**src/rtl/timer01_pkg.sv**
```systemverilog
// Purpose: Shared constants for the timer 0/1 counter/timer block
// Assumes: AHB-Lite word registers, 8-bit data in the low byte
// Notes:   Offsets are byte addresses; upper data bits read as zero
package timer01_pkg;
  // Register byte offsets
  localparam logic [7:0] OFS_CONTROL  = 8'h00;
  localparam logic [7:0] OFS_MODE     = 8'h04;
  localparam logic [7:0] OFS_CLOCK    = 8'h08;
  localparam logic [7:0] OFS_EXT_CFG  = 8'h0c;
  localparam logic [7:0] OFS_IRQ_EN   = 8'h10;
  localparam logic [7:0] OFS_T0_LOW   = 8'h14;
  localparam logic [7:0] OFS_T0_HIGH  = 8'h18;
  localparam logic [7:0] OFS_T1_LOW   = 8'h1c;
  localparam logic [7:0] OFS_T1_HIGH  = 8'h20;
  // Control register fields
  localparam int BIT_T1_FLAG = 7;
  localparam int BIT_T1_RUN  = 6;
  localparam int BIT_T0_FLAG = 5;
  localparam int BIT_T0_RUN  = 4;
  // Mode register fields, timer 1 sits four bits above timer 0
  localparam int MODE_T1_BASE = 4;
  localparam int BIT_GATE     = 3;
  localparam int BIT_CNT_SEL  = 2;
  localparam int BIT_MODE_LSB = 0;
  // Clock control fields
  localparam int BIT_T1_CLKSRC = 4;
  localparam int BIT_T0_CLKSRC = 3;
  localparam int BIT_PRESC_LSB = 0;
  // External gate configuration fields
  localparam int BIT_GATE_B_POL = 7;
  localparam int BIT_GATE_A_POL = 3;
  // Interrupt enable fields
  localparam int BIT_T1_IRQ_EN = 3;
  localparam int BIT_T0_IRQ_EN = 1;
  // Reset values
  localparam logic [7:0] RST_BYTE = 8'h00;
  // Prescale divide ratios for field codes 00, 01, 10, 11
  localparam logic [5:0] DIV_CODE0 = 6'd12;
  localparam logic [5:0] DIV_CODE1 = 6'd4;
  localparam logic [5:0] DIV_CODE2 = 6'd48;
  localparam logic [5:0] DIV_CODE3 = 6'd8;
  // Timer modes
  typedef enum logic [1:0] {
    MODE_13BIT  = 2'b00,
    MODE_16BIT  = 2'b01,
    MODE_RELOAD = 2'b10,
    MODE_SPLIT  = 2'b11
  } timer_mode_t;
  // Bus slave states
  typedef enum logic [0:0] {
    BUS_IDLE = 1'b0,
    BUS_READ = 1'b1
  } bus_state_t;
endpackage

```
**src/rtl/timer01_counter_timer.sv**
```systemverilog
// Purpose: Two counter/timers with 13, 16, 8-bit reload and split modes
// Assumes: AHB-Lite slave, single word transfers, 20 MHz clk_i
// Notes:   Reads take one wait state, writes none; response is always OKAY
//
// Our own choices: the register offsets and the AHB-Lite register port.
`timescale 1ns/100ps
//
// Overview of operation
// RQ1: Each timer picks its own mode independently
// RQ2: Count is 16 bits as low and high bytes
// RQ3: Counter select counts falling edges on event pin
// RQ4: Otherwise system clock or prescaled clock by source bit
// RQ5: Prescaled clock derived from two-bit scale field
// RQ6: Events up to quarter system clock are counted
// RQ7: Event source holds each level two clocks
// RQ8: 13-bit mode uses high byte and low five
// RQ9: 13-bit wrap sets flag, may interrupt
// RQ10: Count only when run and gate allow
// RQ11: Run bit never clears or preloads count
// RQ12: Software loads count before setting run
// RQ13: Timer 1 mirrors timer 0 with gate input b
// RQ14: Mode 1 counts through all 16 bits
// RQ15: Mode 2 reloads low byte from high on wrap
// RQ16: Interrupt is flag gated by enable bit
// RQ17: Mode 3 splits timer 0 into two bytes
// RQ18: Split high byte uses timer 1 run and flag
// RQ19: Timer 1 mode 3 stops; split restricts timer 1
// RQ20: Flag cleared by software or vector acknowledge
// RQ21: Mode codes 00, 01, 10, 11 are modes 0-3
module timer01_counter_timer
  import timer01_pkg::*;
(
  // Clock and reset
  input  wire logic        clk_i,
  input  wire logic        sys_rst_i,
  // AHB-Lite slave
  input  wire logic        hsel_i,
  input  wire logic [31:0] haddr_i,
  input  wire logic [1:0]  htrans_i,
  input  wire logic        hwrite_i,
  input  wire logic [2:0]  hsize_i,
  input  wire logic [31:0] hwdata_i,
  input  wire logic        hready_i,
  output logic [31:0]      hrdata_o,
  output logic             hreadyout_o,
  output logic             hresp_o,
  // Pins
  input  wire logic        timer0_event_pin_i,
  input  wire logic        timer1_event_pin_i,
  input  wire logic        gate_input_a_i,
  input  wire logic        gate_input_b_i,
  // Interrupt vector acknowledge
  input  wire logic        timer0_irq_ack_i,
  input  wire logic        timer1_irq_ack_i,
  // Requests and overflow
  output logic             timer0_irq_o,
  output logic             timer1_irq_o,
  output logic             timer1_overflow_o
);
  // Registers
  logic [7:0] timer_control_reg, next_control;
  logic [7:0] timer_mode_reg, next_mode;
  logic [7:0] clock_control_reg, next_clock;
  logic [7:0] ext_irq_config_reg, next_ext_cfg;
  logic [7:0] irq_enable_reg, next_irq_en;
  logic [7:0] timer0_count_low, next_t0_low;
  logic [7:0] timer0_count_high, next_t0_high;
  logic [7:0] timer1_count_low, next_t1_low;
  logic [7:0] timer1_count_high, next_t1_high;
  logic       next_t0_irq, next_t1_irq, next_t1_ovf;
  // Bus slave state
  bus_state_t bus_state, next_bus_state;
  logic       wr_pend, next_wr_pend;
  logic [7:0] acc_addr, next_acc_addr;
  logic [31:0] next_hrdata;
  logic       next_hreadyout;
  // Pin synchronisers: stage one is read only by stage two
  logic [3:0] pin_meta, pin_sync;
  logic [1:0] ev_prev;
  // Timebase
  logic       presc_tick;

  timer01_prescaler u_prescaler (
    .clk_i     (clk_i),
    .sys_rst_i (sys_rst_i),
    .scale_i   (clock_control_reg[BIT_PRESC_LSB +: 2]),
    .tick_o    (presc_tick)
  );

  // One step of a counter: returns {overflow, high, low}
  function automatic logic [16:0] count_step(input timer_mode_t mode,
                                             input logic [7:0] low,
                                             input logic [7:0] high);
    logic [16:0] res;
    logic [12:0] c13;
    logic [15:0] c16;
    res = {1'b0, high, low};
    c13 = {high, low[4:0]} + 13'd1;
    c16 = {high, low} + 16'd1;
    case (mode)
      MODE_13BIT: begin
        // Bits 7..5 of the low byte are left as they were
        res = {({high, low[4:0]} == 13'h1fff), c13[12:5], low[7:5], c13[4:0]}; // RQ8 RQ9
      end
      MODE_16BIT: begin
        res = {({high, low} == 16'hffff), c16}; // RQ14
      end
      MODE_RELOAD: begin
        if (low == 8'hff) begin
          res = {1'b1, high, high}; // RQ15
        end else begin
          res = {1'b0, high, low + 8'd1};
        end
      end
      default: begin
        // Split mode, low byte as free 8-bit counter
        res = {(low == 8'hff), high, low + 8'd1}; // RQ17
      end
    endcase
    return res;
  endfunction

  // Read decode, unmapped addresses read zero
  function automatic logic [7:0] read_mux(input logic [7:0] addr);
    logic [7:0] d;
    case (addr)
      OFS_CONTROL: d = timer_control_reg;
      OFS_MODE:    d = timer_mode_reg;
      OFS_CLOCK:   d = clock_control_reg;
      OFS_EXT_CFG: d = ext_irq_config_reg;
      OFS_IRQ_EN:  d = irq_enable_reg;
      OFS_T0_LOW:  d = timer0_count_low; // RQ2
      OFS_T0_HIGH: d = timer0_count_high;
      OFS_T1_LOW:  d = timer1_count_low;
      OFS_T1_HIGH: d = timer1_count_high;
      default:     d = 8'h00;
    endcase
    return d;
  endfunction

  always_ff @(posedge clk_i or posedge sys_rst_i) begin
    if (sys_rst_i) begin
      pin_meta <= 4'h0;
      pin_sync <= 4'h0;
      ev_prev  <= 2'b00;
    end else begin
      pin_meta <= {gate_input_b_i, gate_input_a_i, timer1_event_pin_i, timer0_event_pin_i};
      pin_sync <= pin_meta;
      ev_prev  <= pin_sync[1:0];
    end
  end

  always_comb begin
    timer_mode_t mode0;
    timer_mode_t mode1;
    logic        split;
    logic        ev0_fall;
    logic        ev1_fall;
    logic        gate_a_on;
    logic        gate_b_on;
    logic        src0;
    logic        src1;
    logic        src0_high;
    logic        run1;
    logic        tick0;
    logic        tick0_high;
    logic        tick1;
    logic        set_f0;
    logic        set_f1;
    logic [16:0] st0;
    logic [16:0] st1;
    logic [8:0]  st0_high;
    logic        acc;
    mode0      = timer_mode_t'(timer_mode_reg[BIT_MODE_LSB +: 2]); // RQ1 RQ21
    mode1      = timer_mode_t'(timer_mode_reg[MODE_T1_BASE + BIT_MODE_LSB +: 2]);
    split      = (mode0 == MODE_SPLIT);
    // Falling edges seen on synchronised samples; min level of two clocks
    ev0_fall   = ev_prev[0] & ~pin_sync[0]; // RQ3 RQ6 RQ7
    ev1_fall   = ev_prev[1] & ~pin_sync[1];
    gate_a_on  = (pin_sync[2] == ext_irq_config_reg[BIT_GATE_A_POL]);
    gate_b_on  = (pin_sync[3] == ext_irq_config_reg[BIT_GATE_B_POL]); // RQ13
    src0       = timer_mode_reg[BIT_CNT_SEL] ? ev0_fall
               : (clock_control_reg[BIT_T0_CLKSRC] | presc_tick); // RQ4
    src0_high  = clock_control_reg[BIT_T0_CLKSRC] | presc_tick;
    // Split mode denies timer 1 its external clock
    src1       = (timer_mode_reg[MODE_T1_BASE + BIT_CNT_SEL] & ~split) ? ev1_fall
               : (clock_control_reg[BIT_T1_CLKSRC] | presc_tick); // RQ19
    tick0      = timer_control_reg[BIT_T0_RUN] & src0
               & (~timer_mode_reg[BIT_GATE] | gate_a_on); // RQ10
    tick0_high = split & timer_control_reg[BIT_T1_RUN] & src0_high; // RQ18
    // Under split, timer 1 ignores its run bit; its mode and gate still apply
    run1       = split ? 1'b1 : timer_control_reg[BIT_T1_RUN];
    tick1      = (mode1 != MODE_SPLIT) & run1 & src1
               & (~timer_mode_reg[MODE_T1_BASE + BIT_GATE] | gate_b_on); // RQ13 RQ19
    st0        = count_step(mode0, timer0_count_low, timer0_count_high);
    st1        = count_step(mode1, timer1_count_low, timer1_count_high);
    st0_high   = {1'b0, timer0_count_high} + 9'd1;
    set_f0     = tick0 & st0[16]; // RQ9
    set_f1     = (tick1 & st1[16] & ~split) | (tick0_high & st0_high[8]); // RQ18

    // Counting; the run bit never touches the count
    next_t0_low  = timer0_count_low; // RQ11
    next_t0_high = timer0_count_high;
    next_t1_low  = timer1_count_low;
    next_t1_high = timer1_count_high;
    if (tick0) begin
      next_t0_low = st0[7:0];
      if (!split) begin
        next_t0_high = st0[15:8];
      end
    end
    if (tick0_high) begin
      next_t0_high = st0_high[7:0]; // RQ17
    end
    if (tick1) begin
      next_t1_low  = st1[7:0];
      next_t1_high = st1[15:8];
    end
    next_t1_ovf    = tick1 & st1[16]; // RQ19

    next_control   = timer_control_reg;
    next_mode      = timer_mode_reg;
    next_clock     = clock_control_reg;
    next_ext_cfg   = ext_irq_config_reg;
    next_irq_en    = irq_enable_reg;
    next_bus_state = bus_state;
    next_wr_pend   = 1'b0;
    next_acc_addr  = acc_addr;
    next_hrdata    = hrdata_o;
    next_hreadyout = hreadyout_o;

    // Data phase of a write; a software write wins over counting
    if (wr_pend) begin
      case (acc_addr)
        OFS_CONTROL: next_control = hwdata_i[7:0];
        OFS_MODE:    next_mode    = hwdata_i[7:0];
        OFS_CLOCK:   next_clock   = hwdata_i[7:0];
        OFS_EXT_CFG: next_ext_cfg = hwdata_i[7:0];
        OFS_IRQ_EN:  next_irq_en  = hwdata_i[7:0];
        OFS_T0_LOW:  next_t0_low  = hwdata_i[7:0]; // RQ2 RQ12
        OFS_T0_HIGH: next_t0_high = hwdata_i[7:0];
        OFS_T1_LOW:  next_t1_low  = hwdata_i[7:0];
        OFS_T1_HIGH: next_t1_high = hwdata_i[7:0];
        default:     next_control = next_control;
      endcase
    end
    // Flags: acknowledge clears, but a new overflow in the same cycle wins
    if (timer0_irq_ack_i) begin
      next_control[BIT_T0_FLAG] = 1'b0; // RQ20
    end
    if (timer1_irq_ack_i) begin
      next_control[BIT_T1_FLAG] = 1'b0; // RQ20
    end
    if (set_f0) begin
      next_control[BIT_T0_FLAG] = 1'b1;
    end
    if (set_f1) begin
      next_control[BIT_T1_FLAG] = 1'b1;
    end
    next_t0_irq = next_control[BIT_T0_FLAG] & next_irq_en[BIT_T0_IRQ_EN]; // RQ16
    next_t1_irq = next_control[BIT_T1_FLAG] & next_irq_en[BIT_T1_IRQ_EN]; // RQ16

    // Address phase; reads wait one cycle so a prior write lands first
    acc = hsel_i & htrans_i[1] & hready_i;
    case (bus_state)
      BUS_IDLE: begin
        if (acc) begin
          next_acc_addr = haddr_i[7:0];
          if (hwrite_i) begin
            next_wr_pend = 1'b1;
          end else begin
            next_hreadyout = 1'b0;
            next_bus_state = BUS_READ;
          end
        end
      end
      BUS_READ: begin
        next_hrdata    = {24'h000000, read_mux(acc_addr)};
        next_hreadyout = 1'b1;
        next_bus_state = BUS_IDLE;
      end
      default: begin
        next_hreadyout = 1'b1;
        next_bus_state = BUS_IDLE;
      end
    endcase
  end

  always_ff @(posedge clk_i or posedge sys_rst_i) begin
    if (sys_rst_i) begin
      timer_control_reg  <= RST_BYTE;
      timer_mode_reg     <= RST_BYTE;
      clock_control_reg  <= RST_BYTE;
      ext_irq_config_reg <= RST_BYTE;
      irq_enable_reg     <= RST_BYTE;
      timer0_count_low   <= RST_BYTE;
      timer0_count_high  <= RST_BYTE;
      timer1_count_low   <= RST_BYTE;
      timer1_count_high  <= RST_BYTE;
      timer0_irq_o       <= 1'b0;
      timer1_irq_o       <= 1'b0;
      timer1_overflow_o  <= 1'b0;
      bus_state          <= BUS_IDLE;
      wr_pend            <= 1'b0;
      acc_addr           <= 8'h00;
      hrdata_o           <= 32'h00000000;
      hreadyout_o        <= 1'b1;
      hresp_o            <= 1'b0;
    end else begin
      timer_control_reg  <= next_control;
      timer_mode_reg     <= next_mode;
      clock_control_reg  <= next_clock;
      ext_irq_config_reg <= next_ext_cfg;
      irq_enable_reg     <= next_irq_en;
      timer0_count_low   <= next_t0_low;
      timer0_count_high  <= next_t0_high;
      timer1_count_low   <= next_t1_low;
      timer1_count_high  <= next_t1_high;
      timer0_irq_o       <= next_t0_irq;
      timer1_irq_o       <= next_t1_irq;
      timer1_overflow_o  <= next_t1_ovf;
      bus_state          <= next_bus_state;
      wr_pend            <= next_wr_pend;
      acc_addr           <= next_acc_addr;
      hrdata_o           <= next_hrdata;
      hreadyout_o        <= next_hreadyout;
      hresp_o            <= 1'b0;
    end
  end
endmodule

```
**src/rtl/timer01_prescaler.sv**
```systemverilog
// Purpose: Prescaled timebase enable for the timers
// Assumes: One clock; output is a one-cycle enable pulse
// Notes:   A new divide ratio takes effect at once, compared against the running count
`timescale 1ns/100ps
module timer01_prescaler
  import timer01_pkg::*;
(
  // Clock and reset
  input  wire logic       clk_i,
  input  wire logic       sys_rst_i,
  // Control
  input  wire logic [1:0] scale_i,
  // Timebase
  output logic            tick_o
);
  logic [5:0] div_cnt;
  logic [5:0] next_div_cnt;
  logic       next_tick;
  logic [5:0] ratio;

  always_comb begin
    case (scale_i)
      2'b00:   ratio = DIV_CODE0;
      2'b01:   ratio = DIV_CODE1;
      2'b10:   ratio = DIV_CODE2;
      default: ratio = DIV_CODE3;
    endcase
    next_tick    = 1'b0;
    next_div_cnt = div_cnt + 6'd1;
    if (div_cnt >= ratio - 6'd1) begin // RQ5
      next_div_cnt = 6'd0;
      next_tick    = 1'b1;
    end
  end

  always_ff @(posedge clk_i or posedge sys_rst_i) begin
    if (sys_rst_i) begin
      div_cnt <= 6'd0;
      tick_o  <= 1'b0;
    end else begin
      div_cnt <= next_div_cnt;
      tick_o  <= next_tick;
    end
  end
endmodule

```
**config.mk**
```make
export PLATFORM = sky130hd
export DESIGN_NAME = timer01_counter_timer
export DESIGN_NICKNAME = d
export VERILOG_FILES = /design/src/rtl/timer01_pkg.sv /design/src/rtl/timer01_counter_timer.sv /design/src/rtl/timer01_prescaler.sv
export SDC_FILE = /design/constraint.sdc
export NUM_CORES = 1
export LEC_CHECK = 0
export BUFFER_PORTS_ARGS = -buffer_cell sky130_fd_sc_hd__buf_2
export CORE_MARGIN = 3
export CORE_UTILIZATION = 59
export CTS_BUF_LIST = sky130_fd_sc_hd__clkbuf_2 sky130_fd_sc_hd__clkbuf_4 sky130_fd_sc_hd__clkbuf_8
export DETAILED_ROUTE_END_ITERATION = 10
export PLACE_DENSITY = 0.86
export SETUP_SLACK_MARGIN = 0.4
export SKIP_CTS_REPAIR_TIMING = 1
export SKIP_LAST_GASP = 1
export SLEW_MARGIN = 40
export SYNTH_ARGS = -nofsm -noshare
export SYNTH_HDL_FRONTEND = slang
export SYNTH_SLANG_ARGS = --single-unit
export TNS_END_PERCENT = 20
```
**constraint.sdc**
```tcl
create_clock -name clk_i -period 4.4 [get_ports clk_i]
set_clock_uncertainty 0.15 [all_clocks]
set_input_delay 0.22 -clock clk_i [delete_from_list [all_inputs] [get_ports clk_i]]
set_output_delay 0.22 -clock clk_i [all_outputs]
set_load 0.005 [all_outputs]
```
-- After elaboration in Yosys (flattened, before gate mapping)
Cells that the tools add are included.
- memories: 0
- register bits: 111
- memory bits (writable): 0
- word-level logic and storage cells: 142
- latch bits: 0
- ROM bits: 0
- $lt $le $gt $ge: 1
- shift-type cells: 0
- reductions and logical operators: 11
- div/mod/pow operators: 0
- $add $sub $neg: 9
- bitwise logic cells: 29
- multiplexer cells: 42
- eq/ne operators: 26
- multiply operators: 0
- operators by type and width (operator ; number):
    $mux W8 ; 16
    $pmux W17 S3 ; 2
    $pmux W8 S9 ; 1
    $mux W17 ; 2
    $add A16 B1 Y16 const B ; 2
    $eq A16 B16 Y1 const B ; 2
    $eq A8 B5 Y1 const B ; 4
    $add A13 B1 Y13 const B ; 2
    $eq A13 B13 Y1 const B ; 2
    $and A1 B1 Y1 ; 18
    $pmux W6 S3 ; 1
    $add A8 B1 Y8 const B ; 2
    $eq A8 B4 Y1 const B ; 2
    $eq A8 B8 Y1 const B ; 2
    $mux W1 ; 15
    $reduce_and A2 Y1 ; 7
    $add A8 B1 Y9 const B ; 1
    $eq A2 B2 Y1 const B ; 4
    $eq A8 B3 Y1 const B ; 1
    $eq A8 B6 Y1 const B ; 1
    $logic_not A8 Y1 ; 1
    $mux W4 ; 2
    $add A6 B1 Y6 const B ; 1
    $eq A2 B1 Y1 const B ; 3
    9 further kinds ; 24

-- Depth between registers and ports, before layout
Gate-level depths: netlist (run 1).
- depth in word-level cells: 11
- gate-level depth with buffers: 8
- depth with buffers taken out: 6

-- Cells and area by module
From an unflattened synthesis (run 1), not the netlist that was laid out.
- cells, all modules: 676
- area, all modules: 6591.3 sq um
- by module, submodules not included (module ; cells an instance ; instances ; seq. area each (sq um) ; area each (sq um)):
    timer01_counter_timer ; 638 ; 1 ; 2603.7 ; 6207.2
    timer01_prescaler ; 38 ; 1 ; 175.2 ; 384.1

-- Least setup slack after synthesis (run 1)
OpenSTA, ideal clock, no wires.
- kind: register to register
- from: register timer0_count_low[0]
- to: register timer0_count_high[6]
- data arrival time: 1950 ps
- data required time: 4168 ps
- path slack: 2218 ps
- library setup time: 82 ps
- stages on the path, launching flop included: 7
- period minus slack after synthesis: 2182 ps
- cell sequence: dfrtp_1 ha_1 nand4_4 o32ai_4 a41oi_4 or4_1 a31oi_1
- word-level cells in the longest chain between the ends: 7
- elaborated cells on any way between the ends: 8
- RTL lines (item ; RTL line ; RTL):
    start, declared ; timer01_counter_timer.sv:66 ; logic [7:0] timer0_count_low, next_t0_low;
    start signal, assigned ; timer01_counter_timer.sv:315 ; timer0_count_low <= next_t0_low;
    $add A16 B1 Y16 or $add A13 B1 Y13 (tied branches) ; timer01_counter_timer.sv:99, timer01_counter_timer.sv:98 ;
    $pmux W17 S3 * ; timer01_counter_timer.sv:100 ; case (mode)
    $mux W8 * ; timer01_counter_timer.sv:208 ; if (!split) begin
    $mux W8 * ; timer01_counter_timer.sv:206 ; if (tick0) begin
    $mux W8 * ; timer01_counter_timer.sv:212 ; if (tick0_high) begin
    $mux W8 ; timer01_counter_timer.sv:234 ; case (acc_addr)
    $mux W8 * ; timer01_counter_timer.sv:233 ; if (wr_pend) begin
    via next_t0_high[6] ; timer01_counter_timer.sv:67 ; logic [7:0] timer0_count_high, next_t0_high;
    end signal, assigned ; timer01_counter_timer.sv:316 ; timer0_count_high <= next_t0_high;
    end, declared ; timer01_counter_timer.sv:67 ;
The timed path passes the listed nets; every way through them passes the cells marked *.
A chain may end at the register's enable or synchronous reset.

-- Final worst setup path (run 1)
- from: register timer_mode_reg[0]
- to: register timer1_count_high[4]
- word-level cells in the longest chain between the ends: 9
- elaborated cells on any way between the ends: 11
- RTL lines (item ; RTL line ; RTL):
    start, declared ; timer01_counter_timer.sv:62 ; logic [7:0] timer_mode_reg, next_mode;
    start signal, assigned ; timer01_counter_timer.sv:311 ; timer_mode_reg <= next_mode;
    $eq A2 B2 Y1 * ; timer01_counter_timer.sv:176 ; split = (mode0 == MODE_SPLIT);
    $not A1 Y1 ; timer01_counter_timer.sv:186 ; src1 = (timer_mode_reg[MODE_T1_BASE + BIT_CNT_SEL] & ~split) ? ev1_fall
    $and A1 B1 Y1 ; timer01_counter_timer.sv:186 ;
    $mux W1 ; timer01_counter_timer.sv:186 ;
    $and A1 B1 Y1 * ; timer01_counter_timer.sv:193 ; tick1 = (mode1 != MODE_SPLIT) & run1 & src1
    $and A1 B1 Y1 * ; timer01_counter_timer.sv:194 ; & (~timer_mode_reg[MODE_T1_BASE + BIT_GATE] | gate_b_on);
    $mux W8 * ; timer01_counter_timer.sv:215 ; if (tick1) begin
    $mux W8 ; timer01_counter_timer.sv:234 ;
    $mux W8 * ; timer01_counter_timer.sv:233 ;
    via next_t1_high[4] ; timer01_counter_timer.sv:69 ; logic [7:0] timer1_count_high, next_t1_high;
    end signal, assigned ; timer01_counter_timer.sv:318 ; timer1_count_high <= next_t1_high;
    end, declared ; timer01_counter_timer.sv:69 ;
Marks and branches as above.

==> results.json, run 1 <==
{
  "max-cap-violations": 0,
  "synth_edf_count": 0,
  "outcome": "completed",
  "first_pass_iters": 6,
  "critical_path.cell_chain": "a21boi_0 -> mux2i_1 -> and2_1 -> o2111ai_1 -> o311ai_1",
  "cts.sinks": 111,
  "worstSetupPathType": "register to register",
  "synth_seq_cells": 111,
  "drive_above_1_share": 0.154,
  "tritoncts": "built",
  "dieArea_sq_um": 13200,
  "synthFlopType": "dfrtp_1",
  "antenna_left": 0,
  "crit_fanout": 21,
  "post-route-period-util": 0.674,
  "worstHoldStart": "hwdata_i[4]",
  "rows": 39,
  "synthArstFlopShare": 1.00,
  "grt_usage": 0.300,
  "mappedNetlistArea_sq_um": 6970,
  "required_ns": 4.54,
  "dieHeight_um": 115,
  "clk_latency_ns": 0.39,
  "clk_path_buf_depth": 2,
  "tns_ns": 0,
  "fmaxAchievable_ghz": 0.337,
  "start_util": 0.608,
  "fin_area_sq_um": 7440,
  "syn_avg_cell_area_sq_um": 9.59,
  "grt_pass1_wl_mm": 30.7,
  "ys_types": 83,
  "yosysWarnings": 0,
  "hp-class": "input pin to register",
  "cts.htree.levels": 3,
  "hold_viol_final": 0,
  "ir_worst_vdd_mv": 0.306,
  "clkTransAtPathRegs_ns": 0.11,
  "powerDensity_nw_per_um2": 431,
  "vias_per_cell": 6.87,
  "fillerInstances": 894,
  "r2r-start": "timer_mode_reg[0]",
  "syn_inst": 727,
  "critPathMaxStageDelay_ns": 0.87,
  "setup_violations": 0,
  "portBuffers": 39,
  "drt-total-wl_mm": 19.6,
  "ioPinCount": 117,
  "maxSlewViolCount": 0,
  "cts-root-buf": "clkbuf_8",
  "cpMaxStageDelayCell": "dfrtp_1",
  "nets": 830,
  "gp_congestion": 0.942,
  "slew_headroom": 0.448,
  "core_area_sq_um": 11500,
  "hold_slack_ns": 0.0437,
  "post_drt_wl_per_cell_um": 22.0,
  "via_count": 6124,
  "crit_buf_inv": 0,
  "area_growth_pct": 6.69,
  "place_hpwl_mm": 13.5,
  "antenna_cells": 0,
  "crit_path_start_kind": "register",
  "cp_top_family": "flip-flops",
  "grt_max_degree": 76,
  "numCtsBuffers": 9,
  "p_leak_uw": 0.00300,
  "dieWidth_um": 115,
  "cp_data_arrival_time_ns": 3.10,
  "rsz0062_at_grt": "no",
  "place_area_sq_um": 7080,
  "min_period_ns": 2.97,
  "drc_errors": 0,
  "cp-end-kind": "register",
  "drt_iter0_markers": 706,
  "tightest_slew_ns": 0.828,
  "ys_seq_area_frac": 0.398,
  "grt_pass1_vias": 5831,
  "crit_path_start": "timer_mode_reg[0]",
  "grt-ovfl-total": 0,
  "antenna_found_initial": 0
}
==> synthesized netlist by cell type (5+ instances only) <==
cell type / n / area, sq um
o31ai_1: 11 / 82.6
ha_1: 7 / 87.6
o21ai_1: 7 / 35.0
o21ai_0: 13 / 65.1
buf_4: 26 / 195
inv_1: 22 / 82.6
mux2i_1: 21 / 210
o2111ai_1: 9 / 78.8
a31oi_1: 14 / 87.6
nor3_1: 22 / 110
a41oi_1: 6 / 52.6
nor2_1: 49 / 184
nand2_1: 54 / 203
a21oi_1: 25 / 125
nand2b_1: 5 / 31.3
o211ai_1: 7 / 52.6
nand3_1: 28 / 140
and4_1: 7 / 61.3
mux2_1: 19 / 214
a221oi_1: 6 / 52.6
and2_1: 8 / 50.1
o22ai_1: 12 / 75.1
dfrtp_1: 110 / 2750
or3_1: 7 / 43.8
and3_1: 12 / 75.1
mux2_2: 35 / 394
buf_2: 15 / 75.1
xor2_1: 5 / 43.8
nand4_1: 15 / 93.8
clkbuf_1: 37 / 139
==> kinds of logic (layout without fill, tap and decap cells) <==
family	count (synthesis)	after routing	synth area share
AND/OR/NAND/NOR	247	247	0.197
AO/OA/AOI/OAI	173	173	0.187
flip-flops	111	111	0.398
buffers and inverters	103	100	0.0721
multiplexers	76	76	0.121
XOR/XNOR	9	9	0.0113
adder cells (fa/ha/maj)	7	7	0.0126
other	1	25	0.000538
==> metal layers <==
layer | up-vias | part of all wire | GRT usage
met3 | 86 | 0.087 | 0.0698
met2 | 312 | 0.47 | 0.473
li1 | 2724 | - | -
met5 | - | 0 | 0
met1 | 3002 | 0.39 | 0.393
met4 | 0 | 0.045 | 0.144
==> cells in the final DEF (no fill, tap or decap), types with 5 or more instances in the layout <==
| cell | count |
|---|---|
| nand2b_1 | 5 |
| o21ai_1 | 7 |
| a221oi_1 | 6 |
| xor2_1 | 5 |
| nand3_1 | 28 |
| buf_4 | 7 |
| o21ai_0 | 13 |
| a21oi_1 | 25 |
| dfrtp_1 | 110 |
| o2111ai_1 | 9 |
| mux2i_1 | 21 |
| dlygate4sd3_1 | 15 |
| a31oi_1 | 14 |
| buf_2 | 39 |
| o211ai_1 | 7 |
| o22ai_1 | 12 |
| inv_1 | 21 |
| and3_1 | 12 |
| mux2_1 | 19 |
| ha_1 | 7 |
| conb_1 | 25 |
| clkbuf_8 | 9 |
| nor3_1 | 22 |
| and2_1 | 8 |
| and4_1 | 7 |
| o31ai_1 | 11 |
| nand2_1 | 54 |
| mux2_2 | 35 |
| or3_1 | 7 |
| nand4_1 | 15 |
| a41oi_1 | 6 |
| nor2_1 | 49 |
==> worst paths after layout <==
check | end | slack [ns] | cells past startpoint
setup / recovery | timer1_count_high[4] | 1.43 | 5
hold / removal | timer0_count_low[4] | 0.04 | 3
setup reg to reg | timer1_count_high[4] | 1.43 | 5
hold reg to reg | pin_sync[2] | 0.21 | 0
max in group asynchronous | timer0_count_high[7] | 2.80 | 4
min in group asynchronous | u_prescaler.div_cnt[1] | 0.34 | 3
==> through the flow <==
| step | power [uW] | cells | util | worst slack, ns |
|---|---|---|---|---|
| 6_report | 3200 | 891 | 0.649 | 1.43 |
| 5_1_grt | 3390 | 891 | 0.649 | 1.20 |
| 4_1_cts | 3170 | 876 | 0.636 | 1.52 |
| 3_5_place_dp | 2510 | 860 | 0.617 | 1.53 |
| 3_3_place_gp | 2470 | 860 | 0.617 | 1.63 |
| 2_1_floorplan | 2240 | 751 | - | 1.10 |
==> cell type report <==
| type | count | area, sq um | share of cell area |
|---|---|---|---|
| flip-flops and latches | 111 | 2780 | 0.373 |
| well taps | 143 | 179 | 0.0240 |
| repair buffers | 61 | 398 | 0.0535 |
| multi-input cells | 537 | 3780 | 0.508 |
| clock inverters | 5 | 72.6 | 0.00975 |
| inverters | 23 | 91.3 | 0.0123 |
| clock buffers | 11 | 139 | 0.0187 |
==> report_power, final <==
part | internal, uW | total (uW) | leakage, uW | switching, uW
registers | 1200 | 1580 | 0.00134 | 375
clock network | 291 | 663 | 0.000111 | 372
logic | 423 | 963 | 0.00155 | 540
==> worst reg2reg max path: cells and delay by family, from the launching register on <==
family / cells / cell delay, ns
mux: 1 / 0.45
flops: 1 / 0.87
compound gates: 3 / 0.80
simple gates: 1 / 0.60
Power figures use the tool's default switching activity.
==> run 2, diff against run 1 <==
clock period = 2.8 ns   (was 4.4 ns; I/O delays follow)
==> run 2 against run 1 <==
The flow now finishes with violations (hold timing). Sequential cell count unchanged. First-iteration DRC count up 17%. Setup slack worse by 1.0 ns. Global-route usage up 0.23 points. Critical endpoint is now timer0_count_low[2].
==> results.json, run 2 (synthesized netlist as in run 1, its figures left out) <==
{
  "outcome": "complete, but fails checks",
  "violations": "hold timing",
  "hold_slack_ns": -0.0279,
  "hold-path-endpoint": "timer1_count_low[3]",
  "crit_path_start_kind": "register",
  "total_power_uw": 5210,
  "tns_ns": 0,
  "hp-class": "input pin to register",
  "rows": 39,
  "final_cell_mix": "106 x dfrtp_1, 54 x nand2_1, 49 x nor2_1",
  "cts.sinks": 111,
  "dieArea_sq_um": 13200,
  "antenna_left": 0,
  "maxSlewViolCount": 0,
  "critical_path.cell_chain": "nor4b_2 -> and4b_1 -> and2_1 -> a311oi_1 -> a21o_1",
  "dieHeight_um": 115,
  "vias_per_cell": 6.69,
  "clkTransAtPathRegs_ns": 0.11,
  "p_sw_frac": 0.405,
  "dieWidth_um": 115,
  "antenna_found_initial": 0,
  "layout_commonest_cell": "dfrtp_1",
  "hold_viol_final": 1,
  "rr_endpoint": "timer0_count_low[2]",
  "start_util": 0.608,
  "grt_usage": 0.302,
  "cpMaxStageDelayCell": "nor4b_2",
  "slew_headroom": 0.508,
  "ioPinCount": 117,
  "nets": 874,
  "tightest_slew_ns": 0.737,
  "p_switching_uw": 2110,
  "ir_worst_vdd_mv": 0.567,
  "crit_path_start": "acc_addr[7]",
  "numCtsBuffers": 9,
  "cp-end-kind": "register",
  "powerDensity_nw_per_um2": 665,
  "required_ns": 2.96,
  "worstSetupPathType": "register to register",
  "p_leak_uw": 0.00320,
  "drive_above_1_share": 0.201,
  "p_int_uw": 3100,
  "multi_input_area_sq_um": 3800,
  "antenna_cells": 0,
  "min_period_ns": 2.37,
  "layout.area.seq_sq_um": 2780,
  "cts.htree.levels": 3,
  "post_drt_wl_per_cell_um": 21.5,
  "reg2reg_slack_ns": 0.43,
  "p_comb_frac": 0.329,
  "rsz0062_at_grt": "yes",
  "core_area_sq_um": 11500,
  "whs_path_depth": 3,
  "p_clk_frac": 0.204,
  "clk_path_buf_depth": 2,
  "setup_violations": 0,
  "area_growth_pct": 12.4,
  "max-cap-violations": 0,
  "critPathMaxStageDelay_ns": 0.60,
  "postLayoutCoreUtil": 0.683,
  "grt_max_degree": 39,
  "tritoncts": "built",
  "cts-root-buf": "clkbuf_8",
  "r2r-start": "acc_addr[7]",
  "cp_top_family": "simple AND/OR/NAND/NOR gates",
  "grt-ovfl-total": 0,
  "first_pass_iters": 5,
  "rr_worst_depth": 5,
  "crit_buf_inv": 0,
  "drt-total-wl_mm": 20.1,
  "sequentialPowerShare": 0.467,
  "clk_latency_ns": 0.40,
  "drc_errors": 0,
  "grt_pass1_vias": 5836,
  "grt_pass1_wl_mm": 30.7,
  "drt_iter0_markers": 823,
  "crit_fanout": 11,
  "place_hpwl_mm": 14.2,
  "portBuffers": 39,
  "fmaxAchievable_ghz": 0.421,
  "via_count": 6252,
  "gp_congestion": 0.946,
  "worstHoldStart": "hwdata_i[3]",
  "fillerInstances": 852,
  "cp_data_arrival_time_ns": 2.53,
  "post-route-period-util": 0.848
}
## run 2: worst register-to-register path, cell delays in order (launching register included)
cell and delay (ns):
dfrtp_1 0.48, nor4b_2 0.60, and4b_1 0.39, and2_1 0.39, a311oi_1 0.09, a21o_1 0.18
## run 2: cell type report
type / instances / share of cell area
Clock buffer: 9 / 0.0158
Timing Repair Buffer: 105 / 0.0968
Tap cell: 143 / 0.0228
Multi-Input combinational cell: 537 / 0.485
Sequential cell: 111 / 0.355
Inverter: 23 / 0.0115
Clock inverter: 7 / 0.0126
## run 2: metrics by stage
step	instances	instance area [sq um]	worst slack (ns)
floorplan	751	7070	0.618
global placement	896	7350	0.437
detailed placement	896	7350	0.333
CTS	912	7570	0.309
global route	935	7840	0.344
finish	935	7840	0.427
## run 2: power by group through the flow
stage	combinational (uW)	clock, uW	sequential (uW)
2_1_floorplan	1370	0	2160
6_report	1710	1060	2440
3_3_place_gp	1570	0	2410
5_1_grt	1870	1140	2480
4_1_cts	1630	1080	2400
3_5_place_dp	1620	0	2430
## run 2: worst max-delay path by stage
stage / endpoint / slack [ns] / depth (start not counted)
floorplan: timer0_count_high[6] / 0.62 / 6
global placement: hrdata_o[5] / 0.44 / 5
detailed placement: hrdata_o[5] / 0.33 / 5
CTS: hrdata_o[5] / 0.31 / 5
global route: timer1_count_low[3] / 0.34 / 7
finish: timer0_count_low[2] / 0.43 / 5
## run 2: layer usage
layer	up-vias	part of all wire	global-route usage
met5	-	0	0
met4	0	0.043	0.156
met3	66	0.088	0.0608
met2	347	0.48	0.485
met1	3023	0.39	0.391
li1	2816	-	-
